===== config.mk =====
export PLATFORM = sky130hd
export DESIGN_NAME = hcp_hiccup
export DESIGN_NICKNAME = d
export VERILOG_FILES = /design/src/rtl/hcp_pkg.sv /design/src/rtl/hcp_hiccup.sv /design/src/rtl/hcp_sync.sv
export SDC_FILE = /design/constraint.sdc
export NUM_CORES = 1
export LEC_CHECK = 0
export BUFFER_PORTS_ARGS = -buffer_cell sky130_fd_sc_hd__buf_2
export CORE_MARGIN = 3
export CORE_UTILIZATION = 45
export DETAILED_ROUTE_END_ITERATION = 10
export PLACE_DENSITY = 0.7
export SYNTH_ARGS = -nofsm -noshare
export SYNTH_HDL_FRONTEND = slang
export SYNTH_SLANG_ARGS = --single-unit
export TNS_END_PERCENT = 20

===== constraint.sdc =====
create_clock -name core_clk -period 2.4 [get_ports core_clk]
set_input_delay 0.24 -clock core_clk [delete_from_list [all_inputs] [get_ports core_clk]]
set_output_delay 0.24 -clock core_clk [all_outputs]
set_load 0.02 [all_outputs]

===== src/rtl/hcp_pkg.sv =====
// Purpose: Shared constants and types for the hiccup overcurrent sequencer
// Assumes: core_clk at 100 MHz; one switching-cycle strobe from the oscillator
// Notes: Counts are in switching cycles, except SS_CYCLES which is in core_clk cycles
package hcp_pkg;
  // Overload and pause counts in switching cycles
  localparam int unsigned OVL_CYCLES = 512;
  localparam int unsigned CLEAN_CYCLES = 4;
  localparam int unsigned PAUSE_CYCLES = 16384;
  localparam int unsigned CLAMP_EVENTS = 16;
  // Soft-start duration
  localparam real SS_TIME_MS = 3.0;
  localparam real CLK_MHZ = 100.0;
  localparam int unsigned SS_CYCLES = int'(SS_TIME_MS * 1000.0 * CLK_MHZ);
  // Sequencer modes
  typedef enum logic [1:0] {
    HCP_SOFT,
    HCP_RUN,
    HCP_PAUSE
  } hcp_state_t;
  // Analog comparator inputs bundled together
  typedef struct packed {
    logic curr_limit;
    logic fb_above_hiccup;
    logic fb_above_clamp;
  } hcp_cmp_t;
endpackage : hcp_pkg


===== src/rtl/hcp_hiccup.sv =====
// Purpose: Overcurrent hiccup sequencer and compensation latch
// Assumes: nrst is driven by bias_undervoltage_lockout release
// Notes: All pin inputs are synchronised before use
`timescale 1ns/1ps
module hcp_hiccup
  import hcp_pkg::*;
#(
  parameter int unsigned OVL_N = OVL_CYCLES,
  parameter int unsigned PAUSE_N = PAUSE_CYCLES,
  parameter int unsigned SS_N = SS_CYCLES
) (
  // Clock and reset
  input wire logic core_clk,
  input wire logic nrst,
  // Analog and oscillator inputs
  input wire hcp_cmp_t cmp_in,
  input wire logic cycle_start,
  input wire logic compensation_select_pin,
  input wire logic pwm_on,
  // Outputs
  output logic high_side_gate_drive,
  output logic low_side_gate_drive,
  output logic soft_start_run,
  output logic soft_start_done,
  output logic ss_clamp_en,
  output logic comp_internal,
  output logic hiccup_active
);
  ////////////////////////////////////////////////////////////////
  hcp_cmp_t cmp;
  logic cyc_raw, cyc_d, cyc_stb, comp_s, pwm_s;
  logic [$clog2(OVL_N+1)-1:0] ovl_cnt;
  logic [2:0] clean_cnt;
  logic [$clog2(PAUSE_N+1)-1:0] pause_cnt;
  logic [$clog2(SS_N+1)-1:0] ss_cnt;
  logic [4:0] evt_cnt;
  logic oc_seen, oc_flag, trip, comp_taken, prot_en;
  logic [1:0] settle;
  hcp_state_t state;

  // Synchronise all pin inputs
  hcp_sync #(.W(6)) u_sync (
    .core_clk(core_clk),
    .nrst(nrst),
    .din({cmp_in, cycle_start, compensation_select_pin, pwm_on}),
    .dout({cmp, cyc_raw, comp_s, pwm_s})
  );

  // Cycle boundary edge
  always_ff @(posedge core_clk or negedge nrst) begin
    if (!nrst) cyc_d <= 1'b0;
    else cyc_d <= cyc_raw;
  end
  assign cyc_stb = cyc_raw & ~cyc_d;

  ////////////////////////////////////////////////////////////////
  // Hold off the latch until the synchroniser carries real pin data
  always_ff @(posedge core_clk or negedge nrst) begin
    if (!nrst) settle <= '0;
    else settle <= {settle[0], 1'b1};
  end

  // Compensation latched once, after the synchroniser has filled
  always_ff @(posedge core_clk or negedge nrst) begin
    if (!nrst) begin
      comp_taken <= 1'b0;
      comp_internal <= 1'b0;
    end else if (!comp_taken && settle[1]) begin
      comp_taken <= 1'b1;
      comp_internal <= comp_s;
    end
  end

  // Overcurrent seen within current cycle, flag per cycle
  always_ff @(posedge core_clk or negedge nrst) begin
    if (!nrst) begin
      oc_seen <= 1'b0;
      oc_flag <= 1'b0;
    end else if (cyc_stb) begin
      oc_flag <= oc_seen | cmp.curr_limit;
      oc_seen <= 1'b0;
    end else if (cmp.curr_limit) begin
      oc_seen <= 1'b1;
    end
  end
  assign trip = oc_seen | cmp.curr_limit;

  // Protection armed in run, and in soft start once feedback is above its level
  assign prot_en = (state == HCP_RUN) | (state == HCP_SOFT && cmp.fb_above_hiccup);

  ////////////////////////////////////////////////////////////////
  // Overload and clean-cycle counters
  always_ff @(posedge core_clk or negedge nrst) begin
    if (!nrst) begin
      ovl_cnt <= '0;
      clean_cnt <= '0;
    end else if (state == HCP_PAUSE || !prot_en) begin
      ovl_cnt <= '0;
      clean_cnt <= '0;
    end else if (cyc_stb && oc_flag) begin
      clean_cnt <= '0;
      ovl_cnt <= ovl_cnt + 1'b1;
    end else if (cyc_stb && ovl_cnt != '0) begin
      if (clean_cnt == 3'(CLEAN_CYCLES - 1)) begin
        ovl_cnt <= '0;
        clean_cnt <= '0;
      end else begin
        clean_cnt <= clean_cnt + 1'b1;
        ovl_cnt <= ovl_cnt + 1'b1;
      end
    end
  end

  // Overcurrent event counter for clamp enable
  always_ff @(posedge core_clk or negedge nrst) begin
    if (!nrst) begin
      evt_cnt <= '0;
      ss_clamp_en <= 1'b0;
    end else if (state == HCP_PAUSE) begin
      evt_cnt <= '0;
      ss_clamp_en <= 1'b0;
    end else begin
      if (cyc_stb && oc_flag && evt_cnt != 5'(CLAMP_EVENTS))
        evt_cnt <= evt_cnt + 1'b1;
      ss_clamp_en <= (evt_cnt == 5'(CLAMP_EVENTS)) & oc_flag;
    end
  end

  ////////////////////////////////////////////////////////////////
  // Mode sequencer, pause and soft-start timers
  always_ff @(posedge core_clk or negedge nrst) begin
    if (!nrst) begin
      state <= HCP_SOFT;
      pause_cnt <= '0;
      ss_cnt <= '0;
    end else begin
      unique case (state)
        HCP_SOFT: begin
          if (ss_cnt == ($bits(ss_cnt))'(SS_N - 1)) state <= HCP_RUN;
          else ss_cnt <= ss_cnt + 1'b1;
          if (ovl_cnt == ($bits(ovl_cnt))'(OVL_N)) begin
            state <= HCP_PAUSE;
            ss_cnt <= '0;
          end
        end
        HCP_RUN: begin
          if (ovl_cnt == ($bits(ovl_cnt))'(OVL_N)) begin
            state <= HCP_PAUSE;
            pause_cnt <= '0;
          end
        end
        HCP_PAUSE: begin
          if (pause_cnt == ($bits(pause_cnt))'(PAUSE_N)) begin
            state <= HCP_SOFT;
            ss_cnt <= '0;
            pause_cnt <= '0;
          end else if (cyc_stb) begin
            pause_cnt <= pause_cnt + 1'b1;
          end
        end
      endcase
    end
  end

  // Registered outputs
  always_ff @(posedge core_clk or negedge nrst) begin
    if (!nrst) begin
      high_side_gate_drive <= 1'b0;
      low_side_gate_drive <= 1'b0;
      soft_start_run <= 1'b0;
      soft_start_done <= 1'b0;
      hiccup_active <= 1'b0;
    end else begin
      high_side_gate_drive <= pwm_s & ~trip & (state != HCP_PAUSE);
      low_side_gate_drive <= ~pwm_s & (state != HCP_PAUSE);
      soft_start_run <= (state != HCP_PAUSE);
      soft_start_done <= (state == HCP_RUN);
      hiccup_active <= (state == HCP_PAUSE);
    end
  end
endmodule : hcp_hiccup


===== src/rtl/hcp_sync.sv =====
// Purpose: Two-flop synchroniser, width parameterised
// Assumes: Inputs are asynchronous levels
// Notes: First stage is read only by the second
`timescale 1ns/1ps
module hcp_sync #(
  parameter int W = 1
) (
  // Clock and reset
  input wire logic core_clk,
  input wire logic nrst,
  // Data
  input wire logic [W-1:0] din,
  output logic [W-1:0] dout
);
  logic [W-1:0] meta;
  // Double register
  always_ff @(posedge core_clk or negedge nrst) begin
    if (!nrst) begin
      meta <= '0;
      dout <= '0;
    end else begin
      meta <= din;
      dout <= meta;
    end
  end
endmodule : hcp_sync


* Word level (Yosys, flattened, before mapping) *
Index checks and enable logic that the tools add are counted.
W data, S select, Z words.

word-level totals
  flip-flop bits (word level) = 79
  bits of input ports = 8
  output and inout bits = 7
  logic and storage cells = 93

cells by class
  add/subtract/negate cells = 5
  eq/ne operators = 14
  mux-type cells = 26
  bitwise operators = 10
  reductions and logical operators = 18

operators by type and width
  kind                     number
  $mux W19                 3
  $mux W15                 3
  $mux W10                 4
  $pmux W19 S2             1
  $pmux W15 S2             1
  $add A19 B1 Y19 const B  1
  $eq A19 B19 Y1 const B   1
  $add A15 B1 Y15 const B  1
  $eq A15 B15 Y1 const B   1
  $mux W3                  4
  $add A10 B1 Y10 const B  1
  $eq A10 B10 Y1 const B   1
  $mux W5                  2
  $reduce_bool A10 Y1      1
  $reduce_and A3 Y1        3
  $mux W2                  4
  $reduce_bool A2 Y1       4
  $ne A3 B2 Y1 const B     2
  $pmux W2 S3              1
  $add A5 B1 Y5 const B    1
  $and A1 B1 Y1            5
  $eq A5 B5 Y1 const B     1
  $logic_and A1 B1 Y1      5
  $ne A5 B5 Y1 const B     1
  other kinds (14)         21

* Depth between registers and ports, before layout *
Gate-level depths: netlist of run 1.

  depth in word-level cells = 6
  gate-level depth with buffers = 9
  depth with buffers taken out = 7

* By module *
A second synthesis of run 1 with hierarchy kept.

second synthesis, totals
  cell total of the unflattened synthesis = 387
  area total of the unflattened synthesis = 3857.4 sq um

modules (own cells, without submodules)
  module      times used  cells each  area each (sq um)  seq. area each (sq um)
  hcp_hiccup  1           375         3557.2             1676.6
  hcp_sync    1           12          300.3              300.3

* Worst setup path before layout of run 1 *
OpenSTA, ideal clock, no wires.

  path type = register -> register
  start = reg ss_cnt[14]
  end = reg ss_cnt[1]
  setup time = 128 ps
  arrival = 2072 ps
  required time = 2272 ps
  path slack = 199 ps
  stages on the path, launching flop included = 7
  buffers on the path = 1
  clock period less this slack = 2201 ps
  path through = dfrtp_1 or4b_1 or4_4 nor4_4 buf_6 or2_4 o31ai_1

on the way
  longest elaborated chain between the ends = 3

RTL lines
  item                                line               source
  start: declaration                  hcp_hiccup.sv:35   logic [$clog2(SS_N+1)-1:0] ss_cnt;
  start signal: assignment            hcp_hiccup.sv:140  else ss_cnt <= ss_cnt + 1'b1;
  $eq A19 B19 Y1                      hcp_hiccup.sv:139  if (ss_cnt == ($bits(ss_cnt))'(SS_N - 1)) state <= HCP_RUN;
  $ne A3 B2 Y1 (no source line)       -
  $reduce_and A3 Y1 (no source line)  -

No other way between the ends.
A chain may end at the register's enable or synchronous reset.

* Worst setup path in the final report of run 1 *
  start = reg ss_cnt[11]
  end = reg ss_cnt[14]

on the way
  longest elaborated chain between the ends = 4
  elaborated cells between the ends (all ways) = 7
  classes of those cells = 1 x add/sub; 2 x eq/ne; 3 x mux; 1 x reduce/logical

RTL lines
  item             line               source
  $add A19 B1 Y19  hcp_hiccup.sv:140
  $mux W19         hcp_hiccup.sv:139
  $mux W19         hcp_hiccup.sv:141  if (ovl_cnt == ($bits(ovl_cnt))'(OVL_N)) begin
  $pmux W19 S2     hcp_hiccup.sv:137  unique case (state)

Parallel ways exist; a longest one is shown, timed or not. The select of a mux whose other input is x is not followed.

==> summary.txt, run 1 <==
Hold path
  – Worst Hold Launch: settle[0]
  – Hold path endpoint: settle[1]
  – Cells on Worst Hold Path: 0
  – Worst hold path class: reg2reg

Clocking
  – Clock sinks: 77
  – Clock slew at reported path FFs: 0.09 ns
  – Htree depth: 3
  – Longest Clk Path Bufs: 2
  – Skew-Pair Late Insertion Delay: 0.36 ns
  – Total CTS buffers: 9
  – CTS tree: done
  – Setup Buffers After CTS: 0
  – Root buffer cell: clkbuf_8

STA
  – Max-slew headroom: 0.533
  – Setup violations, final: 0
  – Total negative setup slack: 0 ns
  – Max Fclk: 441 MHz
  – Worst-Margin Slew: 0.701 ns
  – Crit share post-route: 0.945
  – Final Worst Setup Slack: 0.131 ns
  – Final hold vios: 0
  – Slew Limit Fails: 0
  – Tmin final: 2.27 ns
  – RSZ-0062 raised after global routing: no
  – Clock skew: 0.0113 ns

Global routing
  – Initial antenna violation count: 0
  – Largest net degree at the start of global routing: 49
  – First-pass GRT wire length: 13700 um
  – Vias in the first global route: 3002
  – Tot GR Track Use: 0.170
  – GR Overflow Total: 0

Cells and area
  – Layout cells sized above 1: 0.149
  – Area Growth Syn to Fin: 14.6%
  – Nets: 438
  – Fin area: 4390 um^2
  – Fill cells: 737
  – Ant. Diodes: 0

Setup path
  – Critical Path AT: 2.55 ns
  – R2r setup slk: 0.13 ns
  – Reg-to-Reg End: ss_cnt[14]
  – WP buf/inv: 0
  – CP delay by family, top: simple AND/OR/NAND/NOR gates
  – Crit-path slowest cell: or4_4
  – Kind of critical path: reg2reg
  – Worst r2r src: ss_cnt[11]
  – Worst-path cell chain: or4b_1 > or4_4 > o31ai_1 > a21oi_2 > a21oi_1
  – CP max stage delay: 0.56 ns
  – R2R depth: 5
  – CP endpoint kind: flip-flop
  – Crit Path Max Fanout: 15
  – Req. time, crit path: 2.68 ns
  – Crit path launch type: flip-flop

Status
  – Status: complete, no violations

Place
  – Area after DPL: 4120 um^2
  – Placer Congestion: 0.813
  – Setup Slack @ Placement: 0.0623 ns
  – Post-DP HPWL: 5360 um
  – Number of port buffers: 13

Routing
  – Routed wire length: 7690 um
  – Total number of vias: 3011
  – WL per Instance: 14.5 um
  – Drt first pass iters: 4
  – DRC viols: 0
  – Vias/cell: 5.69
  – ANT nets after route: 0
  – Initial DRC count: 159

Floorplanning
  – Core Region: 8260 um^2
  – Placement Rows: 33
  – Die Y-Extent: 98.3 um
  – Full die area: 9660 um^2
  – Starting density of the core: 0.464
  – Die width: 98.3 um
  – Ports: 15

Synthesis
  – Cell variety after synth: 55
  – Synth Net Count: 401
  – Mapped Cells: 382
  – Yosys Warn Count: 0
  – Post-synth EDFFs: 0
  – Seq cells post-synth: 77
  – Syn Area/Cell: 10.0 um^2
  – Post-Syn Area: 3830 um^2
  – Async S/R FF share, synth: 1.00
  – Sequential fraction of the synthesis area: 0.503
  – Most used DFF post-synth: dfrtp_1

Power and ir drop
  – Worst VDD drop: 0.370 mV
  – Pwr/cell area: 593 nW/um^2
  – Pleak: 1.91 nW

Run
  – Max-cap check violation count: 0
-- final cells by class --
type,count,area [um^2],area share
multi-input cells,270,1780,0.405
repair buffers,38,283,0.0644
flip-flops and latches,77,1930,0.439
inverters,23,86.3,0.0197
well taps,105,131,0.0299
clock buffers,9,124,0.0282
clock inverters,7,63.8,0.0145
-- power by group --
part	switching, mW	internal [mW]
combinational	0.127	0.111
sequential	0.0623	1.36
clock	0.538	0.400
total	0.728	1.88
-- how the worst max path moves through the flow --
stage / startpoint / endpoint / slack [ns] / cells after the start
detailed placement: ovl_cnt[1] / pause_cnt[11] / 0.06 / 7
global route: ss_cnt[11] / ss_cnt[14] / 0.001 / 5
finish: ss_cnt[11] / ss_cnt[14] / 0.13 / 5
global placement: ovl_cnt[1] / pause_cnt[3] / 0.14 / 8
CTS: ovl_cnt[1] / pause_cnt[2] / 0.04 / 8
floorplan: ss_cnt[14] / ss_cnt[1] / 0.20 / 6
-- cells by family after synthesis --
group / Yosys count / share of synthesized area
other cells: 1 / 0.000979
simple gates: 148 / 0.221
fa+ha+maj: 11 / 0.0359
xor+xnor: 13 / 0.0297
buf+inv: 35 / 0.0408
compound gates: 93 / 0.157
mux: 4 / 0.0108
flops: 77 / 0.503
-- placed cells by master, fill, tap and decap left out, types with 6 or more instances in the layout --
master         netlist  routed
o31ai_1             19      19
nand2_1             24      24
or4_1               13      13
buf_4                0      19
nor2b_1              6       6
inv_1               23      23
dlygate4sd3_1        0       6
ha_1                11      10
and3_1               6       6
nand3_1             18      18
buf_2                0      12
o21ai_0             21      21
clkbuf_8             1       9
nand4_1              8       8
a21oi_1             24      24
or3_1                8       8
xnor2_1              9       9
nor2_1              30      30
dfrtp_1             77      77
-- registers in the layout, indices dropped and copies added (netlist names) --
signal                cells
ss_cnt                   19
pause_cnt                15
ovl_cnt                  10
evt_cnt                   5
u_sync.dout               5
u_sync.meta               5
clean_cnt                 3
settle                    2
state                     2
comp_internal             1
comp_taken                1
cyc_d                     1
hiccup_active             1
high_side_gate_drive      1
low_side_gate_drive       1
oc_flag                   1
oc_seen                   1
soft_start_done           1
soft_start_run            1
ss_clamp_en               1
-- Yosys cell counts, drive strengths merged, types with 3 or more instances --
library cell | n | area (um^2)
clkbuf | 10 | 47.5
nand3 | 18 | 90.1
xor2 | 4 | 35.0
nand3b | 3 | 22.5
nor4b | 3 | 32.5
a211oi | 4 | 30.0
and2 | 3 | 18.8
a31oi | 3 | 18.8
or2 | 4 | 27.5
mux2i | 3 | 30.0
dfrtp | 77 | 1930
and3 | 7 | 45.1
a2111oi | 4 | 35.0
a211o | 3 | 26.3
nor2 | 30 | 113
a21oi | 25 | 129
nand2 | 24 | 90.1
nand4 | 8 | 50.1
nor4 | 5 | 52.6
ha | 11 | 138
o21ai | 21 | 105
inv | 23 | 86.3
o31ai | 19 | 143
or3 | 8 | 50.1
or4 | 14 | 109
xnor2 | 9 | 78.8
nor2b | 6 | 37.5
nor3 | 5 | 25.0
-- stage by stage --
step | total power [mW] | hold WS, ns | cells | util
2_1_floorplan | 1.58 | -0.0556 | 382 | -
3_3_place_gp | 1.66 | 0.294 | 507 | 0.498
3_5_place_dp | 1.68 | 0.303 | 507 | 0.498
4_1_cts | 2.64 | 0.357 | 529 | 0.528
5_1_grt | 2.75 | 0.363 | 529 | 0.532
6_report | 2.60 | 0.357 | 529 | 0.532
-- layer usage --
layer | GRT usage | wire (um) | up-vias
met3 | 0.0464 | 323 | 6
met4 | 0.0462 | 70 | 0
met5 | 0 | 0 | -
met1 | 0.221 | 3600 | 1474
li1 | - | - | 1474
met2 | 0.283 | 3700 | 57
-- what timing repair did --
action                                  in CTS  in global routing
hold endpoints to repair                    52                  0
hold buffers                                 6                  0
endpoints found under the setup margin       0                 23
resized for setup                            0                  6
No activity file was read; power rests on OpenSTA's default activity.
==> run 2, diff against run 1 <==
==> constraint.sdc (replaced) <==
create_clock -name core_clk -period 2.1 [get_ports core_clk]
set_input_delay 0.21 -clock core_clk [delete_from_list [all_inputs] [get_ports core_clk]]
set_output_delay 0.21 -clock core_clk [all_outputs]
set_load 0.02 [all_outputs]
==> summary.txt, run 2 (synthesis gave the netlist of run 1 again) <==
Power and ir drop
  – Internal: 2.31 mW
  – Combinational fraction of design power: 0.107
  – Reg power frac: 0.513
  – Pwr/cell area: 640 nW/um^2
  – Pleak: 2.20 nW
  – Worst VDD drop: 0.328 mV
  – Sw Share: 0.272
  – Psw: 0.860 mW
  – Clock power frac: 0.380

Cells and area
  – Largest regs: ss_cnt x19, pause_cnt x15, ovl_cnt x10
  – Area Growth Syn to Fin: 29.3%
  – Fin cells: 573
  – Largest register FFs: 19
  – Layout cells sized above 1: 0.303
  – Commonest non-fill, non-tap cell in the layout: dfrtp_1
  – Ant. Diodes: 0
  – Largest Register: ss_cnt
  – Nets: 482
  – Most frequent cells in the layout: dfrtp_1 (77), buf_4 (61), nor2_1 (29)

Clocking
  – CTS tree: done
  – Root buffer cell: clkbuf_8
  – Total CTS buffers: 9
  – Htree depth: 3
  – Skew-Pair Late Insertion Delay: 0.36 ns
  – Clock sinks: 77
  – Clock slew at reported path FFs: 0.09 ns
  – Longest Clk Path Bufs: 2

Status
  – Violated checks: negative setup slack
  – Status: complete, but fails checks

STA
  – Slew Limit Fails: 0
  – Crit share post-route: 1.08
  – Tmin final: 2.27 ns
  – Final Worst Setup Slack: -0.173 ns
  – Setup violations, final: 27
  – Clock skew: 0.0153 ns
  – Worst hold slack: 0.350 ns
  – Max-slew headroom: 0.646
  – Total negative setup slack: -1.50 ns
  – Worst-Margin Slew: 0.531 ns
  – Final hold vios: 0
  – Max Fclk: 440 MHz
  – RSZ-0062 raised after global routing: yes

Hold path
  – Worst hold path class: reg2reg

Floorplanning
  – Placement Rows: 33
  – Full die area: 9660 um^2
  – Core Region: 8260 um^2
  – Starting density of the core: 0.464
  – Ports: 15
  – Die Y-Extent: 98.3 um
  – Die width: 98.3 um

Place
  – Dpl cells: 549
  – Placer Congestion: 0.805
  – Number of port buffers: 13
  – Post-DP HPWL: 5870 um

Routing
  – Vias/cell: 5.63
  – DRC viols: 0
  – ANT nets after route: 0
  – WL per Instance: 15.2 um
  – Drt first pass iters: 6
  – Initial DRC count: 160
  – Total number of vias: 3227
  – Routed wire length: 8710 um

Global routing
  – Met3 Use GR: 0.0386
  – Vias in the first global route: 3215
  – M1 GR Usage: 0.234
  – Initial antenna violation count: 0
  – GR peak layer: met2
  – Tot GR Track Use: 0.184
  – First-pass GRT wire length: 14500 um
  – Met2 Track Usage GR: 0.312
  – Largest net degree at the start of global routing: 42
  – GR Overflow Total: 0

Setup path
  – CP endpoint kind: flip-flop
  – Critical Path AT: 2.52 ns
  – CP delay by family, top: simple AND/OR/NAND/NOR gates
  – WP buf/inv: 0
  – Req. time, crit path: 2.35 ns
  – Worst-path cell chain: or4b_1 > or4_4 > o21a_1 > o211a_1 > a211o_1
  – Crit Path Max Fanout: 3
  – Kind of critical path: reg2reg
  – Crit path launch type: flip-flop
  – CP max stage delay: 0.58 ns
  – Crit-path slowest cell: or4_4

Run
  – Max-cap check violation count: 0
run 2: changes by cell type in the layout (fill, tap and decap cells not counted), sizes merged:
cell | before | now
buf | 32 | 75
clkinvlp | 2 | 0
a21o | 2 | 3
bufinv | 0 | 1
clkinv | 0 | 1
run 2: path summary, 6_finish.rpt:
check | end | cells past startpoint | slack (ns) | from
max reg2reg | state[0] | 5 | -0.17 | ss_cnt[14]
min in group asynchronous | ss_cnt[8] | 2 | 0.36 | nrst
min | u_sync.dout[2] | 0 | 0.35 | u_sync.meta[2]
max in group asynchronous | ovl_cnt[7] | 3 | 1.16 | nrst
min reg2reg | u_sync.dout[2] | 0 | 0.35 | u_sync.meta[2]
max | state[0] | 5 | -0.17 | ss_cnt[14]
run 2: repair_timing:
| action | in CTS | in global routing |
|---|---|---|
| endpoints found under the hold margin | 45 | 0 |
| resized for setup | 18 | 33 |
| buffers inserted | 0 | 2 |
| pin swaps | 9 | 12 |
| hold buffers | 6 | 0 |
| endpoints found under the setup margin | 33 | 39 |
| gates cloned | 0 | 1 |
run 2: stage by stage:
step / cell area, um^2 / utilization / power [mW] / worst slack (ns)
detailed placement: 4450 / 0.539 / 1.96 / -0.152
floorplan: 3850 / - / 1.81 / -0.0662
finish: 4950 / 0.600 / 3.17 / -0.173
global route: 4950 / 0.600 / 3.33 / -0.196
global placement: 4450 / 0.539 / 1.93 / -0.102
CTS: 4790 / 0.580 / 3.17 / -0.124
run 2: layer usage:
| metal | share of wire | vias to the layer above | wire, um |
|---|---|---|---|
| met4 | 0.011 | 0 | 99 |
| met3 | 0.034 | 9 | 295 |
| li1 | - | 1569 | - |
| met2 | 0.52 | 51 | 4490 |
| met5 | 0 | - | 0 |
| met1 | 0.44 | 1598 | 3820 |
run 2: cell type report:
cell class / count / area [um^2]
clock inverter: 7 / 87.6
tap: 105 / 131
multi-input combinational: 271 / 1990
sequential: 77 / 1930
fill: 658 / 3310
clock buffer: 9 / 124
inverter: 23 / 86.3
timing repair buffer: 81 / 609
run 2: power groups by stage:
stage,sequential [mW],combinational [mW],clock [mW]
final,1.62,0.340,1.20
after global placement,1.65,0.282,0
after floorplan,1.65,0.161,0
after detailed placement,1.65,0.302,0
after CTS,1.62,0.320,1.23
after global routing,1.64,0.391,1.30
==> run 3, diff against run 2 <==
--- a/config.mk
+++ b/config.mk
@@ -10,6 +10,8 @@
 export CORE_UTILIZATION = 45
 export DETAILED_ROUTE_END_ITERATION = 10
 export PLACE_DENSITY = 0.7
+export SKIP_LAST_GASP = 1
+export SLEW_MARGIN = 20
 export SYNTH_ARGS = -nofsm -noshare
 export SYNTH_HDL_FRONTEND = slang
 export SYNTH_SLANG_ARGS = --single-unit
==> summary.txt, run 3 (synthesis gave the netlist of run 1 again) <==
STA
  – Worst hold slack: 0.347 ns
  – Clock skew: 0.0171 ns
  – Tmin final: 2.26 ns
  – RSZ-0062 raised after global routing: yes
  – Final hold vios: 0
  – Max-slew headroom: 0.647
  – Crit share post-route: 1.08
  – Final Worst Setup Slack: -0.160 ns
  – Worst-Margin Slew: 0.530 ns
  – Max Fclk: 442 MHz
  – Setup violations, final: 24
  – Slew Limit Fails: 0

Cells and area
  – Most frequent cells in the layout: dfrtp_1 (77), buf_4 (60), nor2_1 (29)
  – Largest regs: ss_cnt x19, pause_cnt x15, ovl_cnt x10
  – Layout cells sized above 1: 0.286
  – Ant. Diodes: 0
  – Largest register FFs: 19
  – Commonest non-fill, non-tap cell in the layout: dfrtp_1
  – Area Growth Syn to Fin: 28.1%
  – Nets: 482
  – Largest Register: ss_cnt
  – Fin area: 4910 um^2

Floorplanning
  – Starting density of the core: 0.464
  – Ports: 15
  – Core Region: 8260 um^2
  – Die Y-Extent: 98.3 um
  – Placement Rows: 33
  – Die width: 98.3 um
  – Full die area: 9660 um^2

Setup path
  – Crit Path Max Fanout: 3
  – Critical path startpoint: ss_cnt[14]
  – Critical Path AT: 2.51 ns
  – Worst r2r src: ss_cnt[14]
  – CP endpoint kind: flip-flop
  – Req. time, crit path: 2.35 ns
  – Crit path launch type: flip-flop
  – Kind of critical path: reg2reg

Clocking
  – Root buffer cell: clkbuf_8
  – Clock slew at reported path FFs: 0.10 ns
  – Longest Clk Path Bufs: 2
  – CTS tree: done
  – Total CTS buffers: 9
  – Htree depth: 3
  – Skew-Pair Late Insertion Delay: 0.36 ns
  – Clock sinks: 77

Status
  – Status: complete, but fails checks
  – Violated checks: negative setup slack

Power and ir drop
  – Total chip power: 3.17 mW
  – Pwr/cell area: 645 nW/um^2
  – Worst VDD drop: 0.332 mV
  – Pleak: 2.19 nW

Hold path
  – Worst Hold Launch: u_sync.meta[2]
  – Worst hold path class: reg2reg

Global routing
  – Initial antenna violation count: 0
  – GR Overflow Total: 0
  – First-pass GRT wire length: 14400 um
  – Vias in the first global route: 3211
  – Tot GR Track Use: 0.183
  – Largest net degree at the start of global routing: 42

Place
  – Post-DP HPWL: 5870 um
  – Number of port buffers: 13
  – Placer Congestion: 0.805
  – Setup Slack @ Placement: -0.152 ns
  – Area after DPL: 4450 um^2

Routing
  – DRC viols: 0
  – Vias/cell: 5.61
  – Total number of vias: 3213
  – WL per Instance: 15.2 um
  – Initial DRC count: 173
  – Drt first pass iters: 4
  – Routed wire length: 8690 um
  – ANT nets after route: 0

Run
  – Max-cap check violation count: 0
run 3: cell counts in the layout (fill, tap and decap cells not counted):
Identical to the previous run, type by type.
run 3: metrics by stage:
| step | setup TNS [ns] | utilization | std cells |
|---|---|---|---|
| after floorplan | -0.403 | - | 382 |
| after global placement | -1.76 | 0.539 | 549 |
| after detailed placement | -3.02 | 0.539 | 549 |
| after CTS | -1.51 | 0.577 | 571 |
| after global routing | -3.99 | 0.594 | 573 |
| final | -0.989 | 0.594 | 573 |
run 3: power breakdown:
part | total (mW) | leakage (nW) | internal (mW) | switching [mW]
combinational | 0.339 | 1.08 | 0.167 | 0.173
sequential | 1.62 | 1.00 | 1.56 | 0.0655
clock | 1.20 | 0.109 | 0.581 | 0.620
run 3: final timing paths:
check,endpoint,slack (ns),cells past startpoint
min in group asynchronous,ss_cnt[8],0.36,2
worst min register to register,u_sync.dout[2],0.35,0
worst max-delay path,state[0],-0.16,5
worst max register to register,state[0],-0.16,5
worst min-delay path,u_sync.dout[2],0.35,0
max in group asynchronous,ovl_cnt[7],1.16,3
run 3: per-layer routing:
| metal | global-route usage | part of all wire | up-vias | routed length, um |
|---|---|---|---|---|
| li1 | - | - | 1565 | - |
| met1 | 0.234 | 0.44 | 1567 | 3790 |
| met2 | 0.312 | 0.51 | 66 | 4460 |
| met3 | 0.0379 | 0.036 | 15 | 312 |
| met4 | 0.0609 | 0.015 | 0 | 128 |
| met5 | 0 | 0 | - | 0 |
run 3: final cells by class:
cell class | instances | area [um^2]
inverter | 23 | 86.3
fill | 670 | 3350
multi-input combinational | 271 | 1940
clock buffer | 9 | 124
timing repair buffer | 81 | 613
clock inverter | 7 | 87.6
sequential | 77 | 1930
tap | 105 | 131
run 3: timing repair:
item | CTS | global route
gates cloned | 0 | 1
setup endpoints to repair | 33 | 40
buffers inserted | 0 | 2
hold buffers | 6 | 0
pin swaps | 8 | 12
gates resized for setup | 10 | 32
hold endpoints to repair | 45 | 0
run 3: critical path, cell delays in order, from the launching register on:
cell and delay (ns):
dfrtp_1 0.38, or4b_1 0.51, or4_4 0.58, o21a_1 0.23, o211a_1 0.22, a211o_1 0.23
